<file path="src/shared/fsh_params.svh">
`ifndef FSH_PARAMS_SVH
`define FSH_PARAMS_SVH

// Register offsets inside the system control space
`define FSH_HANDLER_CTRL_OFS 12'hD24
`define FSH_FAULT_STAT_OFS 12'hD28
`define FSH_BUS_STAT_OFS 12'hD29
`define FSH_USAGE_STAT_OFS 12'hD2A

// Handler control active bit positions
`define FSH_SVC_ACTIVE_BIT 7
`define FSH_USAGE_ACTIVE_BIT 3
`define FSH_BUS_ACTIVE_BIT 1
`define FSH_MEM_ACTIVE_BIT 0

// Address-valid flag positions inside each status byte
`define FSH_MEM_ADDR_VALID_BIT 7
`define FSH_BUS_ADDR_VALID_BIT 15

// Reset values
`define FSH_FAULT_STAT_RESET 32'h0000_0000
`define FSH_HANDLER_RESET 8'h00

// Implemented bits of the fault status word, reserved bits read zero
`define FSH_FAULT_STAT_MASK 32'h030F_BFBB

`endif

</file>
<file path="src/shared/fsh_pkg.sv">
package fsh_pkg;

  // Access size on the internal register bus
  typedef enum logic [1:0] {
    FSH_SIZE_BYTE,
    FSH_SIZE_HALF,
    FSH_SIZE_WORD
  } fsh_size_t;

  // One register bus request
  typedef struct packed {
    logic valid;
    logic write;
    logic privileged;
    fsh_size_t size;
    logic [11:0] offset;
    logic [31:0] wdata;
  } fsh_req_t;

  // Hardware fault events
  typedef struct packed {
    logic [31:0] cause_set;
    logic mem_addr_load;
    logic [31:0] mem_addr;
    logic bus_addr_load;
    logic [31:0] bus_addr;
  } fsh_fault_t;

  // Active flags of the handler control low byte
  typedef struct packed {
    logic svc;
    logic usage;
    logic bus;
    logic mem;
  } fsh_active_t;

endpackage

</file>
<file path="src/rtl/fsh_fault_regs.sv">
`timescale 1ns/10ps
`default_nettype none
`include "fsh_params.svh"

// Overview of operation
// RULE1: Handler control bit 7 shows and sets the supervisor call active state.
// RULE2: Handler control bit 3 shows and sets the usage fault active state.
// RULE3: Handler control bit 1 shows bus fault active, resets zero, writable.
// RULE4: Handler control bit 0 shows memory fault active, resets zero, writable.
// RULE5: Handler control bits 6:4 and 2 are reserved and read zero.
// RULE6: Fault status register is reachable only by privileged accesses.
// RULE7: Usage causes in bits 31:16, bus 15:8, memory 7:0.
// RULE8: Word access at 0xD28 reaches the whole fault status register.
// RULE9: Byte access at 0xD28 reaches only the memory fault byte.
// RULE10: Halfword access at 0xD28 reaches memory and bus bytes together.
// RULE11: Byte access at 0xD29 reaches only the bus fault byte.
// RULE12: Halfword access at 0xD2A reaches only the usage fault half.
// RULE13: Writing one clears a status bit; writing zero leaves it.
// RULE14: Handlers read the fault address before its valid flag.
// RULE15: Memory and bus bytes each hold an address-valid flag.
// RULE16: A later fault may overwrite a fault address and its valid flag.
// RULE17: Hardware fault set beats a software clear in the same cycle.
module fsh_fault_regs (
  input wire logic clk,
  input wire logic rst,
  input wire fsh_pkg::fsh_req_t req,
  input wire fsh_pkg::fsh_fault_t fault,
  input wire fsh_pkg::fsh_active_t active_set,
  input wire fsh_pkg::fsh_active_t active_clr,
  output logic [31:0] rdata,
  output logic ready,
  output logic access_error,
  output fsh_pkg::fsh_active_t active,
  output logic [31:0] memory_fault_address,
  output logic [31:0] bus_fault_address
);

  logic [31:0] stat_reg;
  logic [31:0] stat_next;
  logic [31:0] rdata_reg;
  logic [31:0] rdata_next;
  logic ready_reg;
  logic err_reg;
  logic err_next;
  logic [3:0] act_reg;
  logic [3:0] act_next;
  logic [31:0] maddr_reg;
  logic [31:0] baddr_reg;

  // Byte lane enables for the fault status word, by offset and size
  function automatic logic [3:0] stat_lanes(input logic [11:0] ofs,
                                            input fsh_pkg::fsh_size_t sz);
    logic [3:0] lanes;
    lanes = 4'h0;
    if (ofs == `FSH_FAULT_STAT_OFS && sz == fsh_pkg::FSH_SIZE_WORD) begin
      lanes = 4'hF; // RULE8
    end else if (ofs == `FSH_FAULT_STAT_OFS && sz == fsh_pkg::FSH_SIZE_HALF) begin
      lanes = 4'h3; // RULE10
    end else if (ofs == `FSH_FAULT_STAT_OFS && sz == fsh_pkg::FSH_SIZE_BYTE) begin
      lanes = 4'h1; // RULE9
    end else if (ofs == `FSH_BUS_STAT_OFS && sz == fsh_pkg::FSH_SIZE_BYTE) begin
      lanes = 4'h2; // RULE11
    end else if (ofs == `FSH_USAGE_STAT_OFS && sz == fsh_pkg::FSH_SIZE_HALF) begin
      lanes = 4'hC; // RULE12
    end
    return lanes;
  endfunction

  // Expand lane enables into a bit mask
  function automatic logic [31:0] lane_mask(input logic [3:0] lanes);
    return {{8{lanes[3]}}, {8{lanes[2]}}, {8{lanes[1]}}, {8{lanes[0]}}};
  endfunction

  // Request decode
  wire [3:0] lanes = stat_lanes(req.offset, req.size);
  wire stat_hit = lanes != 4'h0;
  wire ctrl_hit = req.offset == `FSH_HANDLER_CTRL_OFS && req.size == fsh_pkg::FSH_SIZE_WORD;
  wire allowed = req.valid && req.privileged; // RULE6
  wire stat_wr = allowed && req.write && stat_hit;
  wire ctrl_wr = allowed && req.write && ctrl_hit;
  wire [31:0] sel_mask = lane_mask(lanes);
  // Write data lands on the lanes of the addressed subregister
  wire [31:0] wdata_lane = (req.offset == `FSH_BUS_STAT_OFS) ? {16'h0000, req.wdata[7:0], 8'h00} :
                           (req.offset == `FSH_USAGE_STAT_OFS) ? {req.wdata[15:0], 16'h0000} :
                           req.wdata;
  wire [31:0] clr_bits = stat_wr ? (wdata_lane & sel_mask) : 32'h0000_0000; // RULE13
  wire [31:0] hw_set = fault.cause_set & `FSH_FAULT_STAT_MASK;
  // Valid flags follow the address loads
  wire [31:0] valid_set = {16'h0000, fault.bus_addr_load, 7'h00, fault.mem_addr_load, 7'h00}; // RULE15
  // Read view shifted down so the subregister sits in the low bits
  wire [31:0] stat_view = stat_reg & sel_mask;
  wire [31:0] stat_rd = (req.offset == `FSH_BUS_STAT_OFS) ? {24'h00_0000, stat_view[15:8]} :
                        (req.offset == `FSH_USAGE_STAT_OFS) ? {16'h0000, stat_view[31:16]} :
                        stat_view; // RULE7
  wire [31:0] ctrl_rd = {24'h00_0000, act_reg[3], 3'b000, act_reg[2], 1'b0,
                         act_reg[1], act_reg[0]}; // RULE5

  // Status update: set has priority over clear
  assign stat_next = ((stat_reg & ~clr_bits) | hw_set | valid_set) & `FSH_FAULT_STAT_MASK; // RULE17

  // Active flags: software write, then hardware clear, then hardware set
  wire [3:0] act_sw = ctrl_wr ? {req.wdata[`FSH_SVC_ACTIVE_BIT], req.wdata[`FSH_USAGE_ACTIVE_BIT],
                                 req.wdata[`FSH_BUS_ACTIVE_BIT], req.wdata[`FSH_MEM_ACTIVE_BIT]}
                              : act_reg; // RULE1 RULE2 RULE3 RULE4
  assign act_next = (act_sw & ~active_clr) | active_set;

  // Read data and error
  assign rdata_next = !(allowed && !req.write) ? 32'h0000_0000 :
                      stat_hit ? stat_rd :
                      ctrl_hit ? ctrl_rd : 32'h0000_0000;
  assign err_next = req.valid && (!req.privileged || !(stat_hit || ctrl_hit)); // RULE6

  // Status and active registers
  always_ff @(posedge clk) begin
    if (rst) begin
      stat_reg <= `FSH_FAULT_STAT_RESET;
      act_reg <= 4'(`FSH_HANDLER_RESET); // Only the four active flags are stored
    end else begin
      stat_reg <= stat_next;
      act_reg <= act_next;
    end
  end

  // Fault address capture, a later fault overwrites
  always_ff @(posedge clk) begin
    if (rst) begin
      maddr_reg <= 32'h0000_0000;
      baddr_reg <= 32'h0000_0000;
    end else begin
      if (fault.mem_addr_load) begin
        maddr_reg <= fault.mem_addr; // RULE16
      end
      if (fault.bus_addr_load) begin
        baddr_reg <= fault.bus_addr; // RULE16
      end
    end
  end

  // Bus answer one cycle after the request
  always_ff @(posedge clk) begin
    if (rst) begin
      rdata_reg <= 32'h0000_0000;
      ready_reg <= 1'b0;
      err_reg <= 1'b0;
    end else begin
      rdata_reg <= rdata_next;
      ready_reg <= req.valid;
      err_reg <= err_next;
    end
  end

  assign rdata = rdata_reg;
  assign ready = ready_reg;
  assign access_error = err_reg;
  assign active = act_reg;
  assign memory_fault_address = maddr_reg;
  assign bus_fault_address = baddr_reg;

endmodule
`default_nettype wire

</file>
<file path="config.mk">
export PLATFORM = sky130hd
export DESIGN_NAME = fsh_fault_regs
export DESIGN_NICKNAME = d
export VERILOG_FILES = /design/src/shared/fsh_pkg.sv /design/src/rtl/fsh_fault_regs.sv
export VERILOG_INCLUDE_DIRS = /design/src /design/src/shared
export SDC_FILE = /design/constraint.sdc
export NUM_CORES = 1
export LEC_CHECK = 0
export BUFFER_PORTS_ARGS = -buffer_cell sky130_fd_sc_hd__buf_4
export CORE_AREA = 2 2 99 101
export DETAILED_ROUTE_END_ITERATION = 8
export DIE_AREA = 0 0 101 103
export PLACE_DENSITY = 0.85
export SLEW_MARGIN = 0
export SYNTH_ARGS = -nofsm -noshare
export SYNTH_HDL_FRONTEND = slang
export SYNTH_SLANG_ARGS = --single-unit
</file>
<file path="constraint.sdc">
create_clock -name clk -period 3 [get_ports clk]
set_input_delay 0 -clock clk [delete_from_list [all_inputs] [get_ports clk]]
set_output_delay 0 -clock clk [all_outputs]
set_load 0.05 [all_outputs]
</file>
# [After elaboration in Yosys (flattened, before gate mapping)]
# Index checks and enable logic that the tools add are counted.
[word_totals] output_inout_bits=102 in_bits=157 reg_bits=121 wordCells=56
[classes] n_eq_ne=6 muxes=13 reduce_logical=20 bitwise_logic=10
[op_table] op="32-bit 2-to-1 mux" n=3
[op_table] op="26-bit 2-to-1 mux" n=3
[op_table] op="26-bit bitwise AND" n=2
[op_table] op="12-bit equality test, second input constant" n=4
[op_table] op="26-bit by 32-bit bitwise AND with 32-bit output" n=1
[op_table] op="26-bit NOT" n=1
[op_table] op="26-bit by 16-bit OR with 26-bit output" n=1
[op_table] op="26-bit OR" n=1
[op_table] op="4-bit 2-to-1 mux" n=6
[op_table] op="1-bit logical AND" n=12
[op_table] op="8-bit 2-to-1 mux" n=1
[op_table] op="4-bit bitwise AND" n=1
[op_table] op="4-bit NOT" n=1
[op_table] op="4-bit OR" n=1
[op_table] op="4-bit nonzero test" n=1
[op_table] op="1-bit zero test" n=3
[op_table] op="2-bit by 1-bit equality test with 1-bit output, second input constant" n=1
[op_table] op="2-bit equality test, second input constant" n=1
[op_table] op="2-bit zero test" n=1
[op_table] op="1-bit logical OR" n=2
[op_table] op="2-bit OR reduction" n=1
[op_table] op="1-bit NOT" n=1

# [Depth between registers and ports, before layout]
# Gate-level depths: netlist of the first run.
[depth] word_depth=14 ltp_mapped=7 mapped_depth_nobuf=5

# [Worst setup path after synthesis of the first run]
# OpenSTA, ideal clock, no wires.
[synth_timing] path_kind="in2reg" start="input port req[32] (netlist name)" end="register stat_reg[16]" path_buffers=3 arrival_ns=1.656 path_slack_ns=1.224 t_required_ns=2.880 setup_time_ns=0.120 stages=7 cell_sequence="buf_6 > or3b_1 > clkbuf_2 > or3_1 > or3_1 > buf_2 > o31a_1"
[synth_via] elab_chain_cells=14 elab_cells_between_ends=23 classes_between="eq/ne (3); mux (8); bitwise (5); reduce/logical (7)"
[synth_rtl] item="from (decl)" line="fsh_fault_regs.sv:26" rtl="input wire fsh_pkg::fsh_req_t req,"
[synth_rtl] item="12-bit equality test (no line)"
[synth_rtl] item="1-bit logical AND" line="fsh_fault_regs.sv:63" rtl="end else if (ofs == `FSH_USAGE_STAT_OFS && sz == fsh_pkg::FSH_SIZE_HALF) begin"
[synth_rtl] item="4-bit 2-to-1 mux" line="fsh_fault_regs.sv:63"
[synth_rtl] item="4-bit 2-to-1 mux" line="fsh_fault_regs.sv:61" rtl="end else if (ofs == `FSH_BUS_STAT_OFS && sz == fsh_pkg::FSH_SIZE_BYTE) begin"
[synth_rtl] item="4-bit 2-to-1 mux" line="fsh_fault_regs.sv:59" rtl="end else if (ofs == `FSH_FAULT_STAT_OFS && sz == fsh_pkg::FSH_SIZE_BYTE) begin"
[synth_rtl] item="4-bit 2-to-1 mux" line="fsh_fault_regs.sv:57" rtl="end else if (ofs == `FSH_FAULT_STAT_OFS && sz == fsh_pkg::FSH_SIZE_HALF) begin"
[synth_rtl] item="4-bit 2-to-1 mux" line="fsh_fault_regs.sv:55" rtl="if (ofs == `FSH_FAULT_STAT_OFS && sz == fsh_pkg::FSH_SIZE_WORD) begin"
[synth_rtl] item="4-bit nonzero test" line="fsh_fault_regs.sv:76" rtl="wire stat_hit = lanes != 4'h0;"
[synth_rtl] item="1-bit logical AND" line="fsh_fault_regs.sv:79" rtl="wire stat_wr = allowed && req.write && stat_hit;"
[synth_rtl] item="26-bit 2-to-1 mux (*)" line="fsh_fault_regs.sv:86" rtl="wire [31:0] clr_bits = stat_wr ? (wdata_lane & sel_mask) : 32'h0000_0000;"
[synth_rtl] item="26-bit NOT (*)" line="fsh_fault_regs.sv:99" rtl="assign stat_next = ((stat_reg & ~clr_bits) | hw_set | valid_set) & `FSH_FAULT_STAT_MASK;"
[synth_rtl] item="26-bit bitwise AND (*)" line="fsh_fault_regs.sv:99"
[synth_rtl] item="26-bit OR (*)" line="fsh_fault_regs.sv:99"
[synth_rtl] item="26-bit by 16-bit OR with 26-bit output (*)" line="fsh_fault_regs.sv:99"
[synth_rtl] item="to (signal assigned)" line="fsh_fault_regs.sv:116" rtl="stat_reg <= `FSH_FAULT_STAT_RESET;"
[synth_rtl] item="to (signal assigned)" line="fsh_fault_regs.sv:119" rtl="stat_reg <= stat_next;"
[synth_rtl] item="to (decl)" line="fsh_fault_regs.sv:38" rtl="logic [31:0] stat_reg;"
# Mark *: on every way between the ends. The rest lies on a longest branch, timed or not.
# A chain may end at the register's enable or synchronous reset.

# [Worst setup path in the final report of the first run]
[layout_timing] start="input port req[41] (netlist name)" end="register stat_reg[12]"
# Same word-level chain as after synthesis.

==> metrics.md, run 1 <==
| Metric | Value |
|---|---|
| Status | `finished, final reports clean` |
| Total Neg Setup Slack | `0 ps` |
| Highest achievable clock rate | `0.429 GHz` |
| Total Routing Usage GR | `29.5%` |
| Number of cells traversed by the worst hold path | `4` |
| Area after DPL | `5980 µm²` |
| Overall die width | `101 µm` |
| Minimum period implied by the final worst setup slack | `2330 ps` |
| Antenna cells | `0` |
| Detailed-route DRC error count | `0` |
| HPWL after detailed placement | `9490 µm` |
| CTS H-tree depth | `3` |
| Share of layout cells above drive strength 1 | `31.7%` |
| Number of fillers in the final layout | `569` |
| VDD IR-drop max | `0.294 mV` |
| Fin. max-slew vios | `0` |
| Global route overflow | `0` |
| Crit path launch type | `primary input` |
| Path category of the worst min-delay check | `in2reg` |
| Post-route clock period utilization | `77.7%` |
| Crit path setup slack, layout | `669 ps` |
| PwrDens | `446 nW/µm²` |
| Distinct cells, synth | `40` |
| Reg clk slew, reported paths | `100 ps` |
| Final hold violation count | `0` |
| Worst reg2reg startpoint | `stat_reg[7]$_SDFF_PP0_` |
| Violation count after the first detailed-routing iteration | `206` |
| 1st-pass router iterations | `5` |
| Commonest non-fill, non-tap cells in the layout | `buf_4 (225), dfxtp_1 (109), dlygate4sd3_1 (99), nor2_1 (95), mux2i_1 (64)` |
| Worst Reg-to-Reg Cells | `3` |
| Largest buffer count on any clock path | `2` |
| FF-to-FF End | `stat_reg[7]$_SDFF_PP0_` |
| Most common cell after layout, fill and taps aside | `buf_4` |
| Total of max-cap violations | `0` |
| Arrival @ worst endpoint | `2640 ps` |
| Clock Sinks | `109` |
| Average cell area after synthesis | `9.63 µm²` |
| Largest net degree at the start of global routing | `54` |
| Area of the die | `10400 µm²` |
| Area Overhead vs Synth | `65.7%` |
| Yosys warning total | `0` |
| Master cell of the clock root buffer | `clkbuf_8` |
| Number of nets in the layout | `910` |
| Static leakage power | `3.36 nW` |
| Number of I/O port buffers | `221` |
| Via count of the first global-routing pass | `4829` |
| Count of mapped cells out of synthesis | `448` |
| HP Start | `req[10]` |
| Worst skew pair latency | `350 ps` |
| Aggregate routed wire length | `15700 µm` |
| #FFs+latches synth | `109` |
| Area of the core region | `9460 µm²` |
| Finished Cell Area | `7150 µm²` |
| Power after layout | `3.19 mW` |
| CTS Buf Count | `9` |
| Effective utilization at floorplan | `45.6%` |
| First-pass GRT wire length | `23800 µm` |
| Slew headroom | `35.3%` |
| Cell area after technology mapping | `4310 µm²` |
| Std-Cell Rows | `36` |
| Post-DRT Antenna Nets | `0` |
| Data required time at the worst endpoint | `3300 ps` |
| Buffer count from post-CTS setup fixing | `0` |
| Transition time at the pin with the least slew margin | `962 ps` |
| Height of the chip | `103 µm` |
| Vias per Instance | `5.40` |
| R2R Setup Slk | `1770 ps` |
| Unrepaired setup endpoints after global routing | `no` |
| Final estimated routing congestion in global placement | `0.842` |
| Endpoint of the worst hold path | `stat_reg[10]$_SDFF_PP0_` |
| Routed length per instance | `18.0 µm` |
| Setup CP Type | `in2reg` |
| Worst Setup End Kind | `flip-flop` |
| Largest fanout on the critical path | `13` |
| Sequential-to-total area share from yosys stat | `50.6%` |
| Final number of setup-violating endpoints | `0` |
| IO Count | `259` |
| Placement-stage worst setup slack | `938 ps` |
| DR vias | `4706` |
| Antenna violations before repair | `0` |
| Skew final | `5.33 ps` |
| TritonCTS clock tree | `yes` |
## layout make-up
| cell class | count | area, µm² | area share (%) |
|---|---|---|---|
| Clock buffer | 13 | 159 | 2.22 |
| Clock inverter | 3 | 20.0 | 0.280 |
| Inverter | 3 | 11.3 | 0.158 |
| Multi-Input combinational cell | 306 | 1950 | 27.3 |
| Sequential cell | 109 | 2180 | 30.5 |
| Tap cell | 114 | 143 | 2.00 |
| Timing Repair Buffer | 324 | 2680 | 37.5 |
## power by group
group          leakage [nW]  internal (mW)  switching (mW)
sequential            0.899           1.52          0.0519
clock                0.0857          0.348           0.481
combinational          2.37          0.346           0.437
## worst max-delay path by stage
stage,startpoint,end,cells after the start
2_1_floorplan,req[32],stat_reg[16]$_SDFF_PP0_,7
3_3_place_gp,req[39],stat_reg[15]$_SDFF_PP0_,6
3_5_place_dp,req[41],stat_reg[15]$_SDFF_PP0_,6
4_1_cts,req[41],stat_reg[12]$_SDFF_PP0_,7
5_1_grt,req[41],stat_reg[12]$_SDFF_PP0_,7
6_report,req[41],stat_reg[12]$_SDFF_PP0_,7
## critical path, stage by stage
cell	delay, ps
buf_4	110
nor4bb_1	560
nand4_1	740
a22oi_1	390
nor3_1	70
nor3_1	190
dlygate4sd3_1	570
## cells in the mapped netlist
master,count,area share (%)
a211oi_1,2,0.35
a21boi_0,1,0.17
a21o_1,2,0.35
a21oi_1,6,0.70
a221o_1,4,0.93
a221oi_1,3,0.61
a22oi_1,18,3.1
a32oi_1,1,0.20
and2_1,11,1.6
and3_1,4,0.58
buf_1,3,0.26
buf_2,2,0.23
buf_4,12,2.1
buf_6,1,0.26
clkbuf_1,22,1.9
clkbuf_2,1,0.12
conb_1,1,0.087
dfxtp_1,109,51
inv_1,3,0.26
mux2i_1,64,15
nand2_1,5,0.44
nand3_1,8,0.93
nand3b_1,2,0.35
nand4_1,2,0.29
nand4bb_1,2,0.52
nor2_1,95,8.3
nor2b_1,5,0.73
nor3_1,20,2.3
nor3b_1,5,0.87
nor4_1,6,0.87
nor4_2,1,0.29
nor4b_1,4,0.81
nor4bb_1,2,0.46
o2111ai_1,1,0.20
o21ai_0,6,0.70
o31a_1,6,1.2
or3_1,4,0.58
or3b_1,1,0.20
or4bb_1,1,0.26
xor2_1,2,0.41
## stage by stage
step | utilization, % | hold slack [ps] | std cells
after floorplan | - | 90.4 | 459
after global placement | 63.2 | 205 | 757
after detailed placement | 63.2 | 211 | 757
after CTS | 75.5 | 1.60 | 872
after global routing | 75.5 | 38.7 | 872
final | 75.5 | 23.5 | 872
## cells by family (layout without fill, tap and decap cells)
kind of cell / count (synthesis) / count (layout) / synth area share, %
and+or+nand+nor: 178 / 178 / 20.4
muxes: 64 / 64 / 14.9
DFF: 109 / 109 / 50.6
AOI/OAI and AO/OA: 50 / 50 / 8.56
buffers and inverters: 44 / 343 / 5.13
xor gates and xnor gates: 2 / 2 / 0.406
other: 1 / 12 / 0.0869
## metal layers
| metal | up-vias | track usage, % | share of wire [%] |
|---|---|---|---|
| met3 | 58 | 6.58 | 7.8 |
| met2 | 278 | 52.5 | 51 |
| li1 | 2155 | - | - |
| met4 | 0 | 15.9 | 4.2 |
| met5 | - | 0 | 0 |
| met1 | 2215 | 32.9 | 37 |
## repair_timing
| action | in CTS | in global routing |
|---|---|---|
| hold endpoints to repair | 90 | 0 |
| hold buffers | 99 | 0 |
| gates resized for setup | 0 | 0 |
(Power assumes the default switching activity.)
==> run 2, diff against run 1 <==
CORE_AREA = 2 2 109 111   (was 2 2 99 101)
DIE_AREA = 0 0 111 113   (was 0 0 101 103)
PLACE_DENSITY = 0.75   (was 0.85)
clock period = 2 ns   (was 3 ns; I/O delays follow)
==> run 2 against run 1 <==
Compared with the run above: core utilization shrank 11 points; sequential power grew 50%; count of clock-buffer cells in the layout is 2 lower; hold slack worse by 11 ps; die area rose by 21%; final cell count up 3.3%; worst setup slack lost 440 ps; cell area up 1.8%; sequential cell count unchanged.
==> metrics.md, run 2 (synthesis results as in run 1) <==
| Metric | Value |
|---|---|
| Status | `finished, final reports clean` |
| Largest fanout on the critical path | `4 (-9)` |
| Commonest non-fill, non-tap cells in the layout | `buf_4 (233), dfxtp_1 (109), nor2_1 (95), dlygate4sd3_1 (91), mux2i_1 (64)` |
| HPWL after detailed placement | `9540 µm (+0.56%)` |
| Global route overflow | `0 (unchanged)` |
| Crit path launch type | `primary input` |
| Number of nets in the layout | `910 (unchanged)` |
| Footprint of the multi-input gates | `1950 µm² (unchanged)` |
| PwrDens | `713 nW/µm² (+60%)` |
| Number of fillers in the final layout | `881 (+55%)` |
| Endpoint of the worst hold path | `access_error$_SDFF_PP0_` |
| Static leakage power | `3.41 nW (+1.6%)` |
| Buffer count from post-CTS setup fixing | `0 (unchanged)` |
| Highest achievable clock rate | `0.565 GHz` |
| Std-Cell Rows | `39 (+8.3%)` |
| FF-to-FF End | `stat_reg[3]$_SDFF_PP0_` |
| Worst Reg-to-Reg Cells | `3 (unchanged)` |
| Total of max-cap violations | `0 (unchanged)` |
| Master cell of the clock root buffer | `clkbuf_16` |
| Violation count after the first detailed-routing iteration | `185 (-10%)` |
| Largest buffer count on any clock path | `2 (unchanged)` |
| 1st-pass router iterations | `4 (-1)` |
| Largest net degree at the start of global routing | `53 (-1.9%)` |
| Post-DRT Antenna Nets | `0 (unchanged)` |
| CTS Buf Count | `9 (unchanged)` |
| Detailed-route DRC error count | `0 (unchanged)` |
| IO Count | `259 (unchanged)` |
| Number of cells traversed by the worst hold path | `4 (unchanged)` |
| HP Start | `req[46]` |
| Number of gates resized after CTS | `0 (unchanged)` |
| Total Routing Usage GR | `22.6% (-6.8 points)` |
| Area of the die | `12500 µm² (+21%)` |
| Final number of setup-violating endpoints | `0 (unchanged)` |
| DR vias | `4428 (-5.9%)` |
| Height of the chip | `113 µm (+9.7%)` |
| Placement-stage worst setup slack | `169 ps (-768 ps)` |
| Post-route clock period utilization | `88.5%` |
| Aggregate routed wire length | `14200 µm (-9.3%)` |
| Fin. max-slew vios | `0 (unchanged)` |
| Minimum period implied by the final worst setup slack | `1770 ps` |
| Crit path setup slack, layout | `230 ps (-439 ps)` |
| Vias per Instance | `4.91 (-8.9%)` |
| Most common cell after layout, fill and taps aside | `buf_4` |
| Finished Cell Area | `7270 µm² (+1.8%)` |
| TritonCTS clock tree | `yes` |
| Sequential cell area | `2180 µm² (unchanged)` |
| Antenna violations before repair | `0 (unchanged)` |
| Clock Sinks | `109 (unchanged)` |
| Share of layout cells above drive strength 1 | `33.0% (+1.3 points)` |
| R2R Setup Slk | `800 ps (-970 ps)` |
| Worst skew pair latency | `340 ps (about the same)` |
| Area Overhead vs Synth | `68.6%` |
| Antenna cells | `0 (unchanged)` |
| Routed length per instance | `15.8 µm (-12%)` |
| Number of I/O port buffers | `221 (unchanged)` |
| Unrepaired setup endpoints after global routing | `no` |
| Worst reg2reg startpoint | `stat_reg[3]$_SDFF_PP0_` |
| Slew headroom | `58.3% (+23 points)` |
| Transition time at the pin with the least slew margin | `619 ps (-343 ps)` |
| Number of buffers added to fix hold violations after cts | `91 (-8.1%)` |
| Effective utilization at floorplan | `38.3% (-7.3 points)` |
| Final design utilization | `64.5% (-11 points)` |
| Via count of the first global-routing pass | `4757 (-1.5%)` |
| Reg clk slew, reported paths | `70 ps (-30 ps)` |
| Area of the core region | `11300 µm² (+19%)` |
| Worst Setup End Kind | `flip-flop` |
| Path category of the worst min-delay check | `in2reg` |
| Data required time at the worst endpoint | `2280 ps (-1020 ps)` |
| First-pass GRT wire length | `23100 µm (-3.0%)` |
| Final hold violation count | `0 (unchanged)` |
| Setup CP Type | `in2reg` |
| Skew final | `4.51 ps (-0.824 ps)` |
| CTS H-tree depth | `3 (unchanged)` |
| Arrival @ worst endpoint | `2050 ps (-590 ps)` |
| Total Neg Setup Slack | `0 ps (unchanged)` |
| Area after DPL | `6070 µm² (+1.6%)` |
| Final estimated routing congestion in global placement | `0.970 (+15%)` |
| Overall die width | `111 µm (+9.9%)` |
| VDD IR-drop max | `0.445 mV (+51%)` |
## run 2: final cells by class
| type | count | share of cell area, % |
|---|---|---|
| clock buffers | 11 | 3.48 |
| clock inverters | 5 | 0.482 |
| inverters | 3 | 0.155 |
| multi-input cells | 306 | 26.8 |
| flip-flops and latches | 109 | 30.0 |
| well taps | 143 | 2.46 |
| repair buffers | 324 | 36.6 |
## run 2: worst max path at each step
stage,from,endpoint,slack (ps),depth (start not counted)
6_report,req[48],rdata[12]$_SDFF_PP0_,230,8
5_1_grt,req[48],rdata[12]$_SDFF_PP0_,90,8
4_1_cts,req[48],rdata[13]$_SDFF_PP0_,240,8
3_5_place_dp,req[34],stat_reg[25]$_SDFF_PP0_,170,5
3_3_place_gp,req[34],stat_reg[19]$_SDFF_PP0_,230,5
2_1_floorplan,req[32],stat_reg[16]$_SDFF_PP0_,220,7
## run 2: worst max-delay path, cell delays in order
cell and delay, ps:
dlygate4sd3_1 520, buf_4 110, nor2b_1 180, nand3b_1 190
a21o_1 230, nor4_1 480, buf_4 230, and2_1 110
## run 2: power breakdown
group	switching (mW)	internal, mW
sequential	0.0696	2.28
clock	0.782	0.913
combinational	0.628	0.510
## run 2: per-layer routing
metal / vias to the layer above / track usage, % / part of all wire [%]
li1: 2157 / - / -
met1: 2077 / 25.5 / 39
met2: 175 / 41.6 / 52
met3: 19 / 6.53 / 6.8
met4: 0 / 6.75 / 1.8
met5: - / 0 / 0
## run 2: metrics by stage
stage / cells / hold slack (ps) / total power [mW]
after floorplan: 459 / 90.4 / 2.99
after detailed placement: 794 / 211 / 3.38
after CTS: 901 / 0.723 / 5.22
after global routing: 901 / 29.4 / 5.39
final: 901 / 12.7 / 5.19
after global placement: 794 / 207 / 3.35
==> run 3, diff against run 2 <==
CAP_MARGIN = 25   (was default)
CORE_AREA = 2 2 99 101   (was 2 2 109 111)
DIE_AREA = 0 0 101 103   (was 0 0 111 113)
PLACE_DENSITY = 0.85   (was 0.75)
clock period = 2.1 ns   (was 2 ns; I/O delays follow)
==> run 3 against run 2 <==
Compared with the run above: first-iteration DRC count shrank 18%; hold slack lost 8.5 ps; sequential power shrank 4%; critical endpoint is now active[1]$_SDFF_PP0_; die area is 17% lower; critical path depth shrank 3; count of clock-buffer cells in the layout is 2 lower; clock skew hardly changed; register-to-register slack improved by 20 ps; sequential cell count is the same; final cell count shrank 2.8%; core utilization grew 12 points; total power shrank 2.7%.
==> metrics.md, run 3 (synthesis results as in run 1) <==
| Metric | Value |
|---|---|
| CTS Buf Count | `9 (unchanged)` |
| Total of max-cap violations | `0 (unchanged)` |
| Total Neg Setup Slack | `0 ps (unchanged)` |
| Via count of the first global-routing pass | `4945 (+4.0%)` |
| Area of the core region | `9460 µm² (-16%)` |
| IO Count | `259 (unchanged)` |
| TritonCTS clock tree | `yes` |
| Clock group share of total power | `33.2% (+0.5 points)` |
| Number of nets in the layout | `913 (+0.33%)` |
| Status | `finished, final reports clean` |
| Height of the chip | `103 µm (-8.8%)` |
| Final design utilization | `76.7% (+12 points)` |
| Effective utilization at floorplan | `45.6% (+7.3 points)` |
| VDD IR-drop max | `0.547 mV (+23%)` |
| Clock Sinks | `109 (unchanged)` |
| Detailed-route DRC error count | `0 (unchanged)` |
| Crit path launch type | `primary input` |
| Static leakage power | `3.42 nW (+0.12%)` |
| Final estimated routing congestion in global placement | `0.858 (-12%)` |
| Gate power share | `22.2% (+0.2 points)` |
| Skew final | `4.69 ps (+0.176 ps)` |
| R2R Setup Slk | `820 ps (+20 ps)` |
| Share of layout cells above drive strength 1 | `32.6% (-0.39 points)` |
| Std-Cell Rows | `36 (-7.7%)` |
| HPWL after detailed placement | `9630 µm (+0.98%)` |
| Part of the total power dissipated in sequential elements | `44.6% (-0.8 points)` |
| Slew headroom | `34.6% (-24 points)` |
| PwrDens | `695 nW/µm² (-2.5%)` |
| Reg clk slew, reported paths | `100 ps (+30 ps)` |
| Data required time at the worst endpoint | `2350 ps (+70 ps)` |
| First-pass GRT wire length | `24000 µm (+3.8%)` |
| Aggregate routed wire length | `16200 µm (+14%)` |
| Endpoint of the worst hold path | `stat_reg[3]$_SDFF_PP0_` |
| DR vias | `4707 (+6.3%)` |
| Minimum period implied by the final worst setup slack | `1760 ps` |
| Fin. max-slew vios | `0 (unchanged)` |
| Area of the die | `10400 µm² (-17%)` |
| Footprint of the multi-input gates | `1950 µm² (unchanged)` |
| Total Routing Usage GR | `30.0% (+7.3 points)` |
| Overall die width | `101 µm (-9.0%)` |
| Number of cells traversed by the worst hold path | `4 (unchanged)` |
| Final number of setup-violating endpoints | `0 (unchanged)` |
| 1st-pass router iterations | `5 (+1)` |
| Worst reg2reg startpoint | `stat_reg[7]$_SDFF_PP0_` |
| Final hold violation count | `0 (unchanged)` |
| Unrepaired setup endpoints after global routing | `no` |
| Number of fillers in the final layout | `586 (-33%)` |
| FF-to-FF End | `stat_reg[7]$_SDFF_PP0_` |
| Largest buffer count on any clock path | `2 (unchanged)` |
| Routed length per instance | `18.5 µm (+17%)` |
| CTS H-tree depth | `3 (unchanged)` |
| Largest fanout on the critical path | `92 (+88)` |
| Area Overhead vs Synth | `68.2%` |
| Commonest non-fill, non-tap cells in the layout | `buf_4 (231), dfxtp_1 (109), dlygate4sd3_1 (96), nor2_1 (95), mux2i_1 (64)` |
| Global route overflow | `0 (unchanged)` |
| Number of I/O port buffers | `221 (unchanged)` |
| Worst Reg-to-Reg Cells | `3 (unchanged)` |
| Worst skew pair latency | `360 ps (+20 ps)` |
| HP Start | `req[3]` |
| Design internal power | `3.59 mW (-3.2%)` |
| Buffer count from post-CTS setup fixing | `0 (unchanged)` |
| Sequential cell area | `2180 µm² (unchanged)` |
| Antenna violations before repair | `0 (unchanged)` |
| Worst Setup End Kind | `flip-flop` |
| Path category of the worst min-delay check | `in2reg` |
| Violation count after the first detailed-routing iteration | `151 (-18%)` |
| Power spent charging and discharging nets | `1.46 mW (-1.5%)` |
| Largest net degree at the start of global routing | `93 (+75%)` |
| Setup CP Type | `in2reg` |
| Sw frac | `28.9% (+0.37 points)` |
| Master cell of the clock root buffer | `clkbuf_8` |
| Most common cell after layout, fill and taps aside | `buf_4` |
| Vias per Instance | `5.37 (+9.3%)` |
| Transition time at the pin with the least slew margin | `982 ps (+362 ps)` |
| Post-route clock period utilization | `83.7%` |
| Post-DRT Antenna Nets | `0 (unchanged)` |
| Highest achievable clock rate | `0.569 GHz` |
| Arrival @ worst endpoint | `2010 ps (-40 ps)` |
run 3: timing repair:
item / in CTS / in global routing
gates resized for setup: 0 / 0
hold buffers: 96 / 0
endpoints found under the hold margin: 90 / 0
run 3: how the worst max path moves through the flow:
stage               depth (start not counted)    start                      end  slack (ps)
global placement                            5  req[34]  stat_reg[19]$_SDFF_PP0_         270
floorplan                                   7  req[32]  stat_reg[16]$_SDFF_PP0_         320
finish                                      5      rst     active[1]$_SDFF_PP0_         340
detailed placement                          5  req[32]  stat_reg[18]$_SDFF_PP0_         230
CTS                                         5      rst     active[1]$_SDFF_PP0_         360
global route                                5      rst     active[1]$_SDFF_PP0_         200
run 3: critical path, stage by stage:
cell,delay [ps]
dlygate4sd3_1,530
buf_4,100
buf_4,690
inv_1,250
a221o_1,420
run 3: layer usage:
| metal | track usage, % | share of wire, % | vias to the layer above |
|---|---|---|---|
| met4 | 16.6 | 4.1 | 0 |
| met1 | 32.1 | 37 | 2244 |
| met2 | 55.0 | 52 | 245 |
| li1 | - | - | 2164 |
| met5 | 0 | 0 | - |
| met3 | 6.31 | 6.6 | 54 |
run 3: through the flow:
step           cells  total power [mW]  setup WS (ps)  hold WS [ps]  instance area (µm²)
3_3_place_gp     763              3.19            273           202                 6020
6_report         876              5.04            342          4.14                 7250
2_1_floorplan    459              2.85            324          90.4                 4350
3_5_place_dp     763              3.22            228           209                 6020
4_1_cts          875              4.99            361         0.705                 7250
5_1_grt          875              5.18            200          37.0                 7250
run 3: cell type report:
type | count | share of cell area, %
well taps | 114 | 1.97
diodes | 1 | 0.0345
clock buffers | 9 | 1.71
repair buffers | 327 | 37.2
clock inverters | 7 | 2.00
flip-flops and latches | 109 | 30.1
inverters | 3 | 0.155
multi-input cells | 306 | 26.9
run 3: power by group through the flow:
stage	Sequential [mW]	Combinational, mW	Clock (mW)
floorplan	2.55	0.300	0
global placement	2.28	0.915	0
detailed placement	2.28	0.939	0
CTS	2.24	1.09	1.66
global route	2.26	1.17	1.75
finish	2.25	1.12	1.68
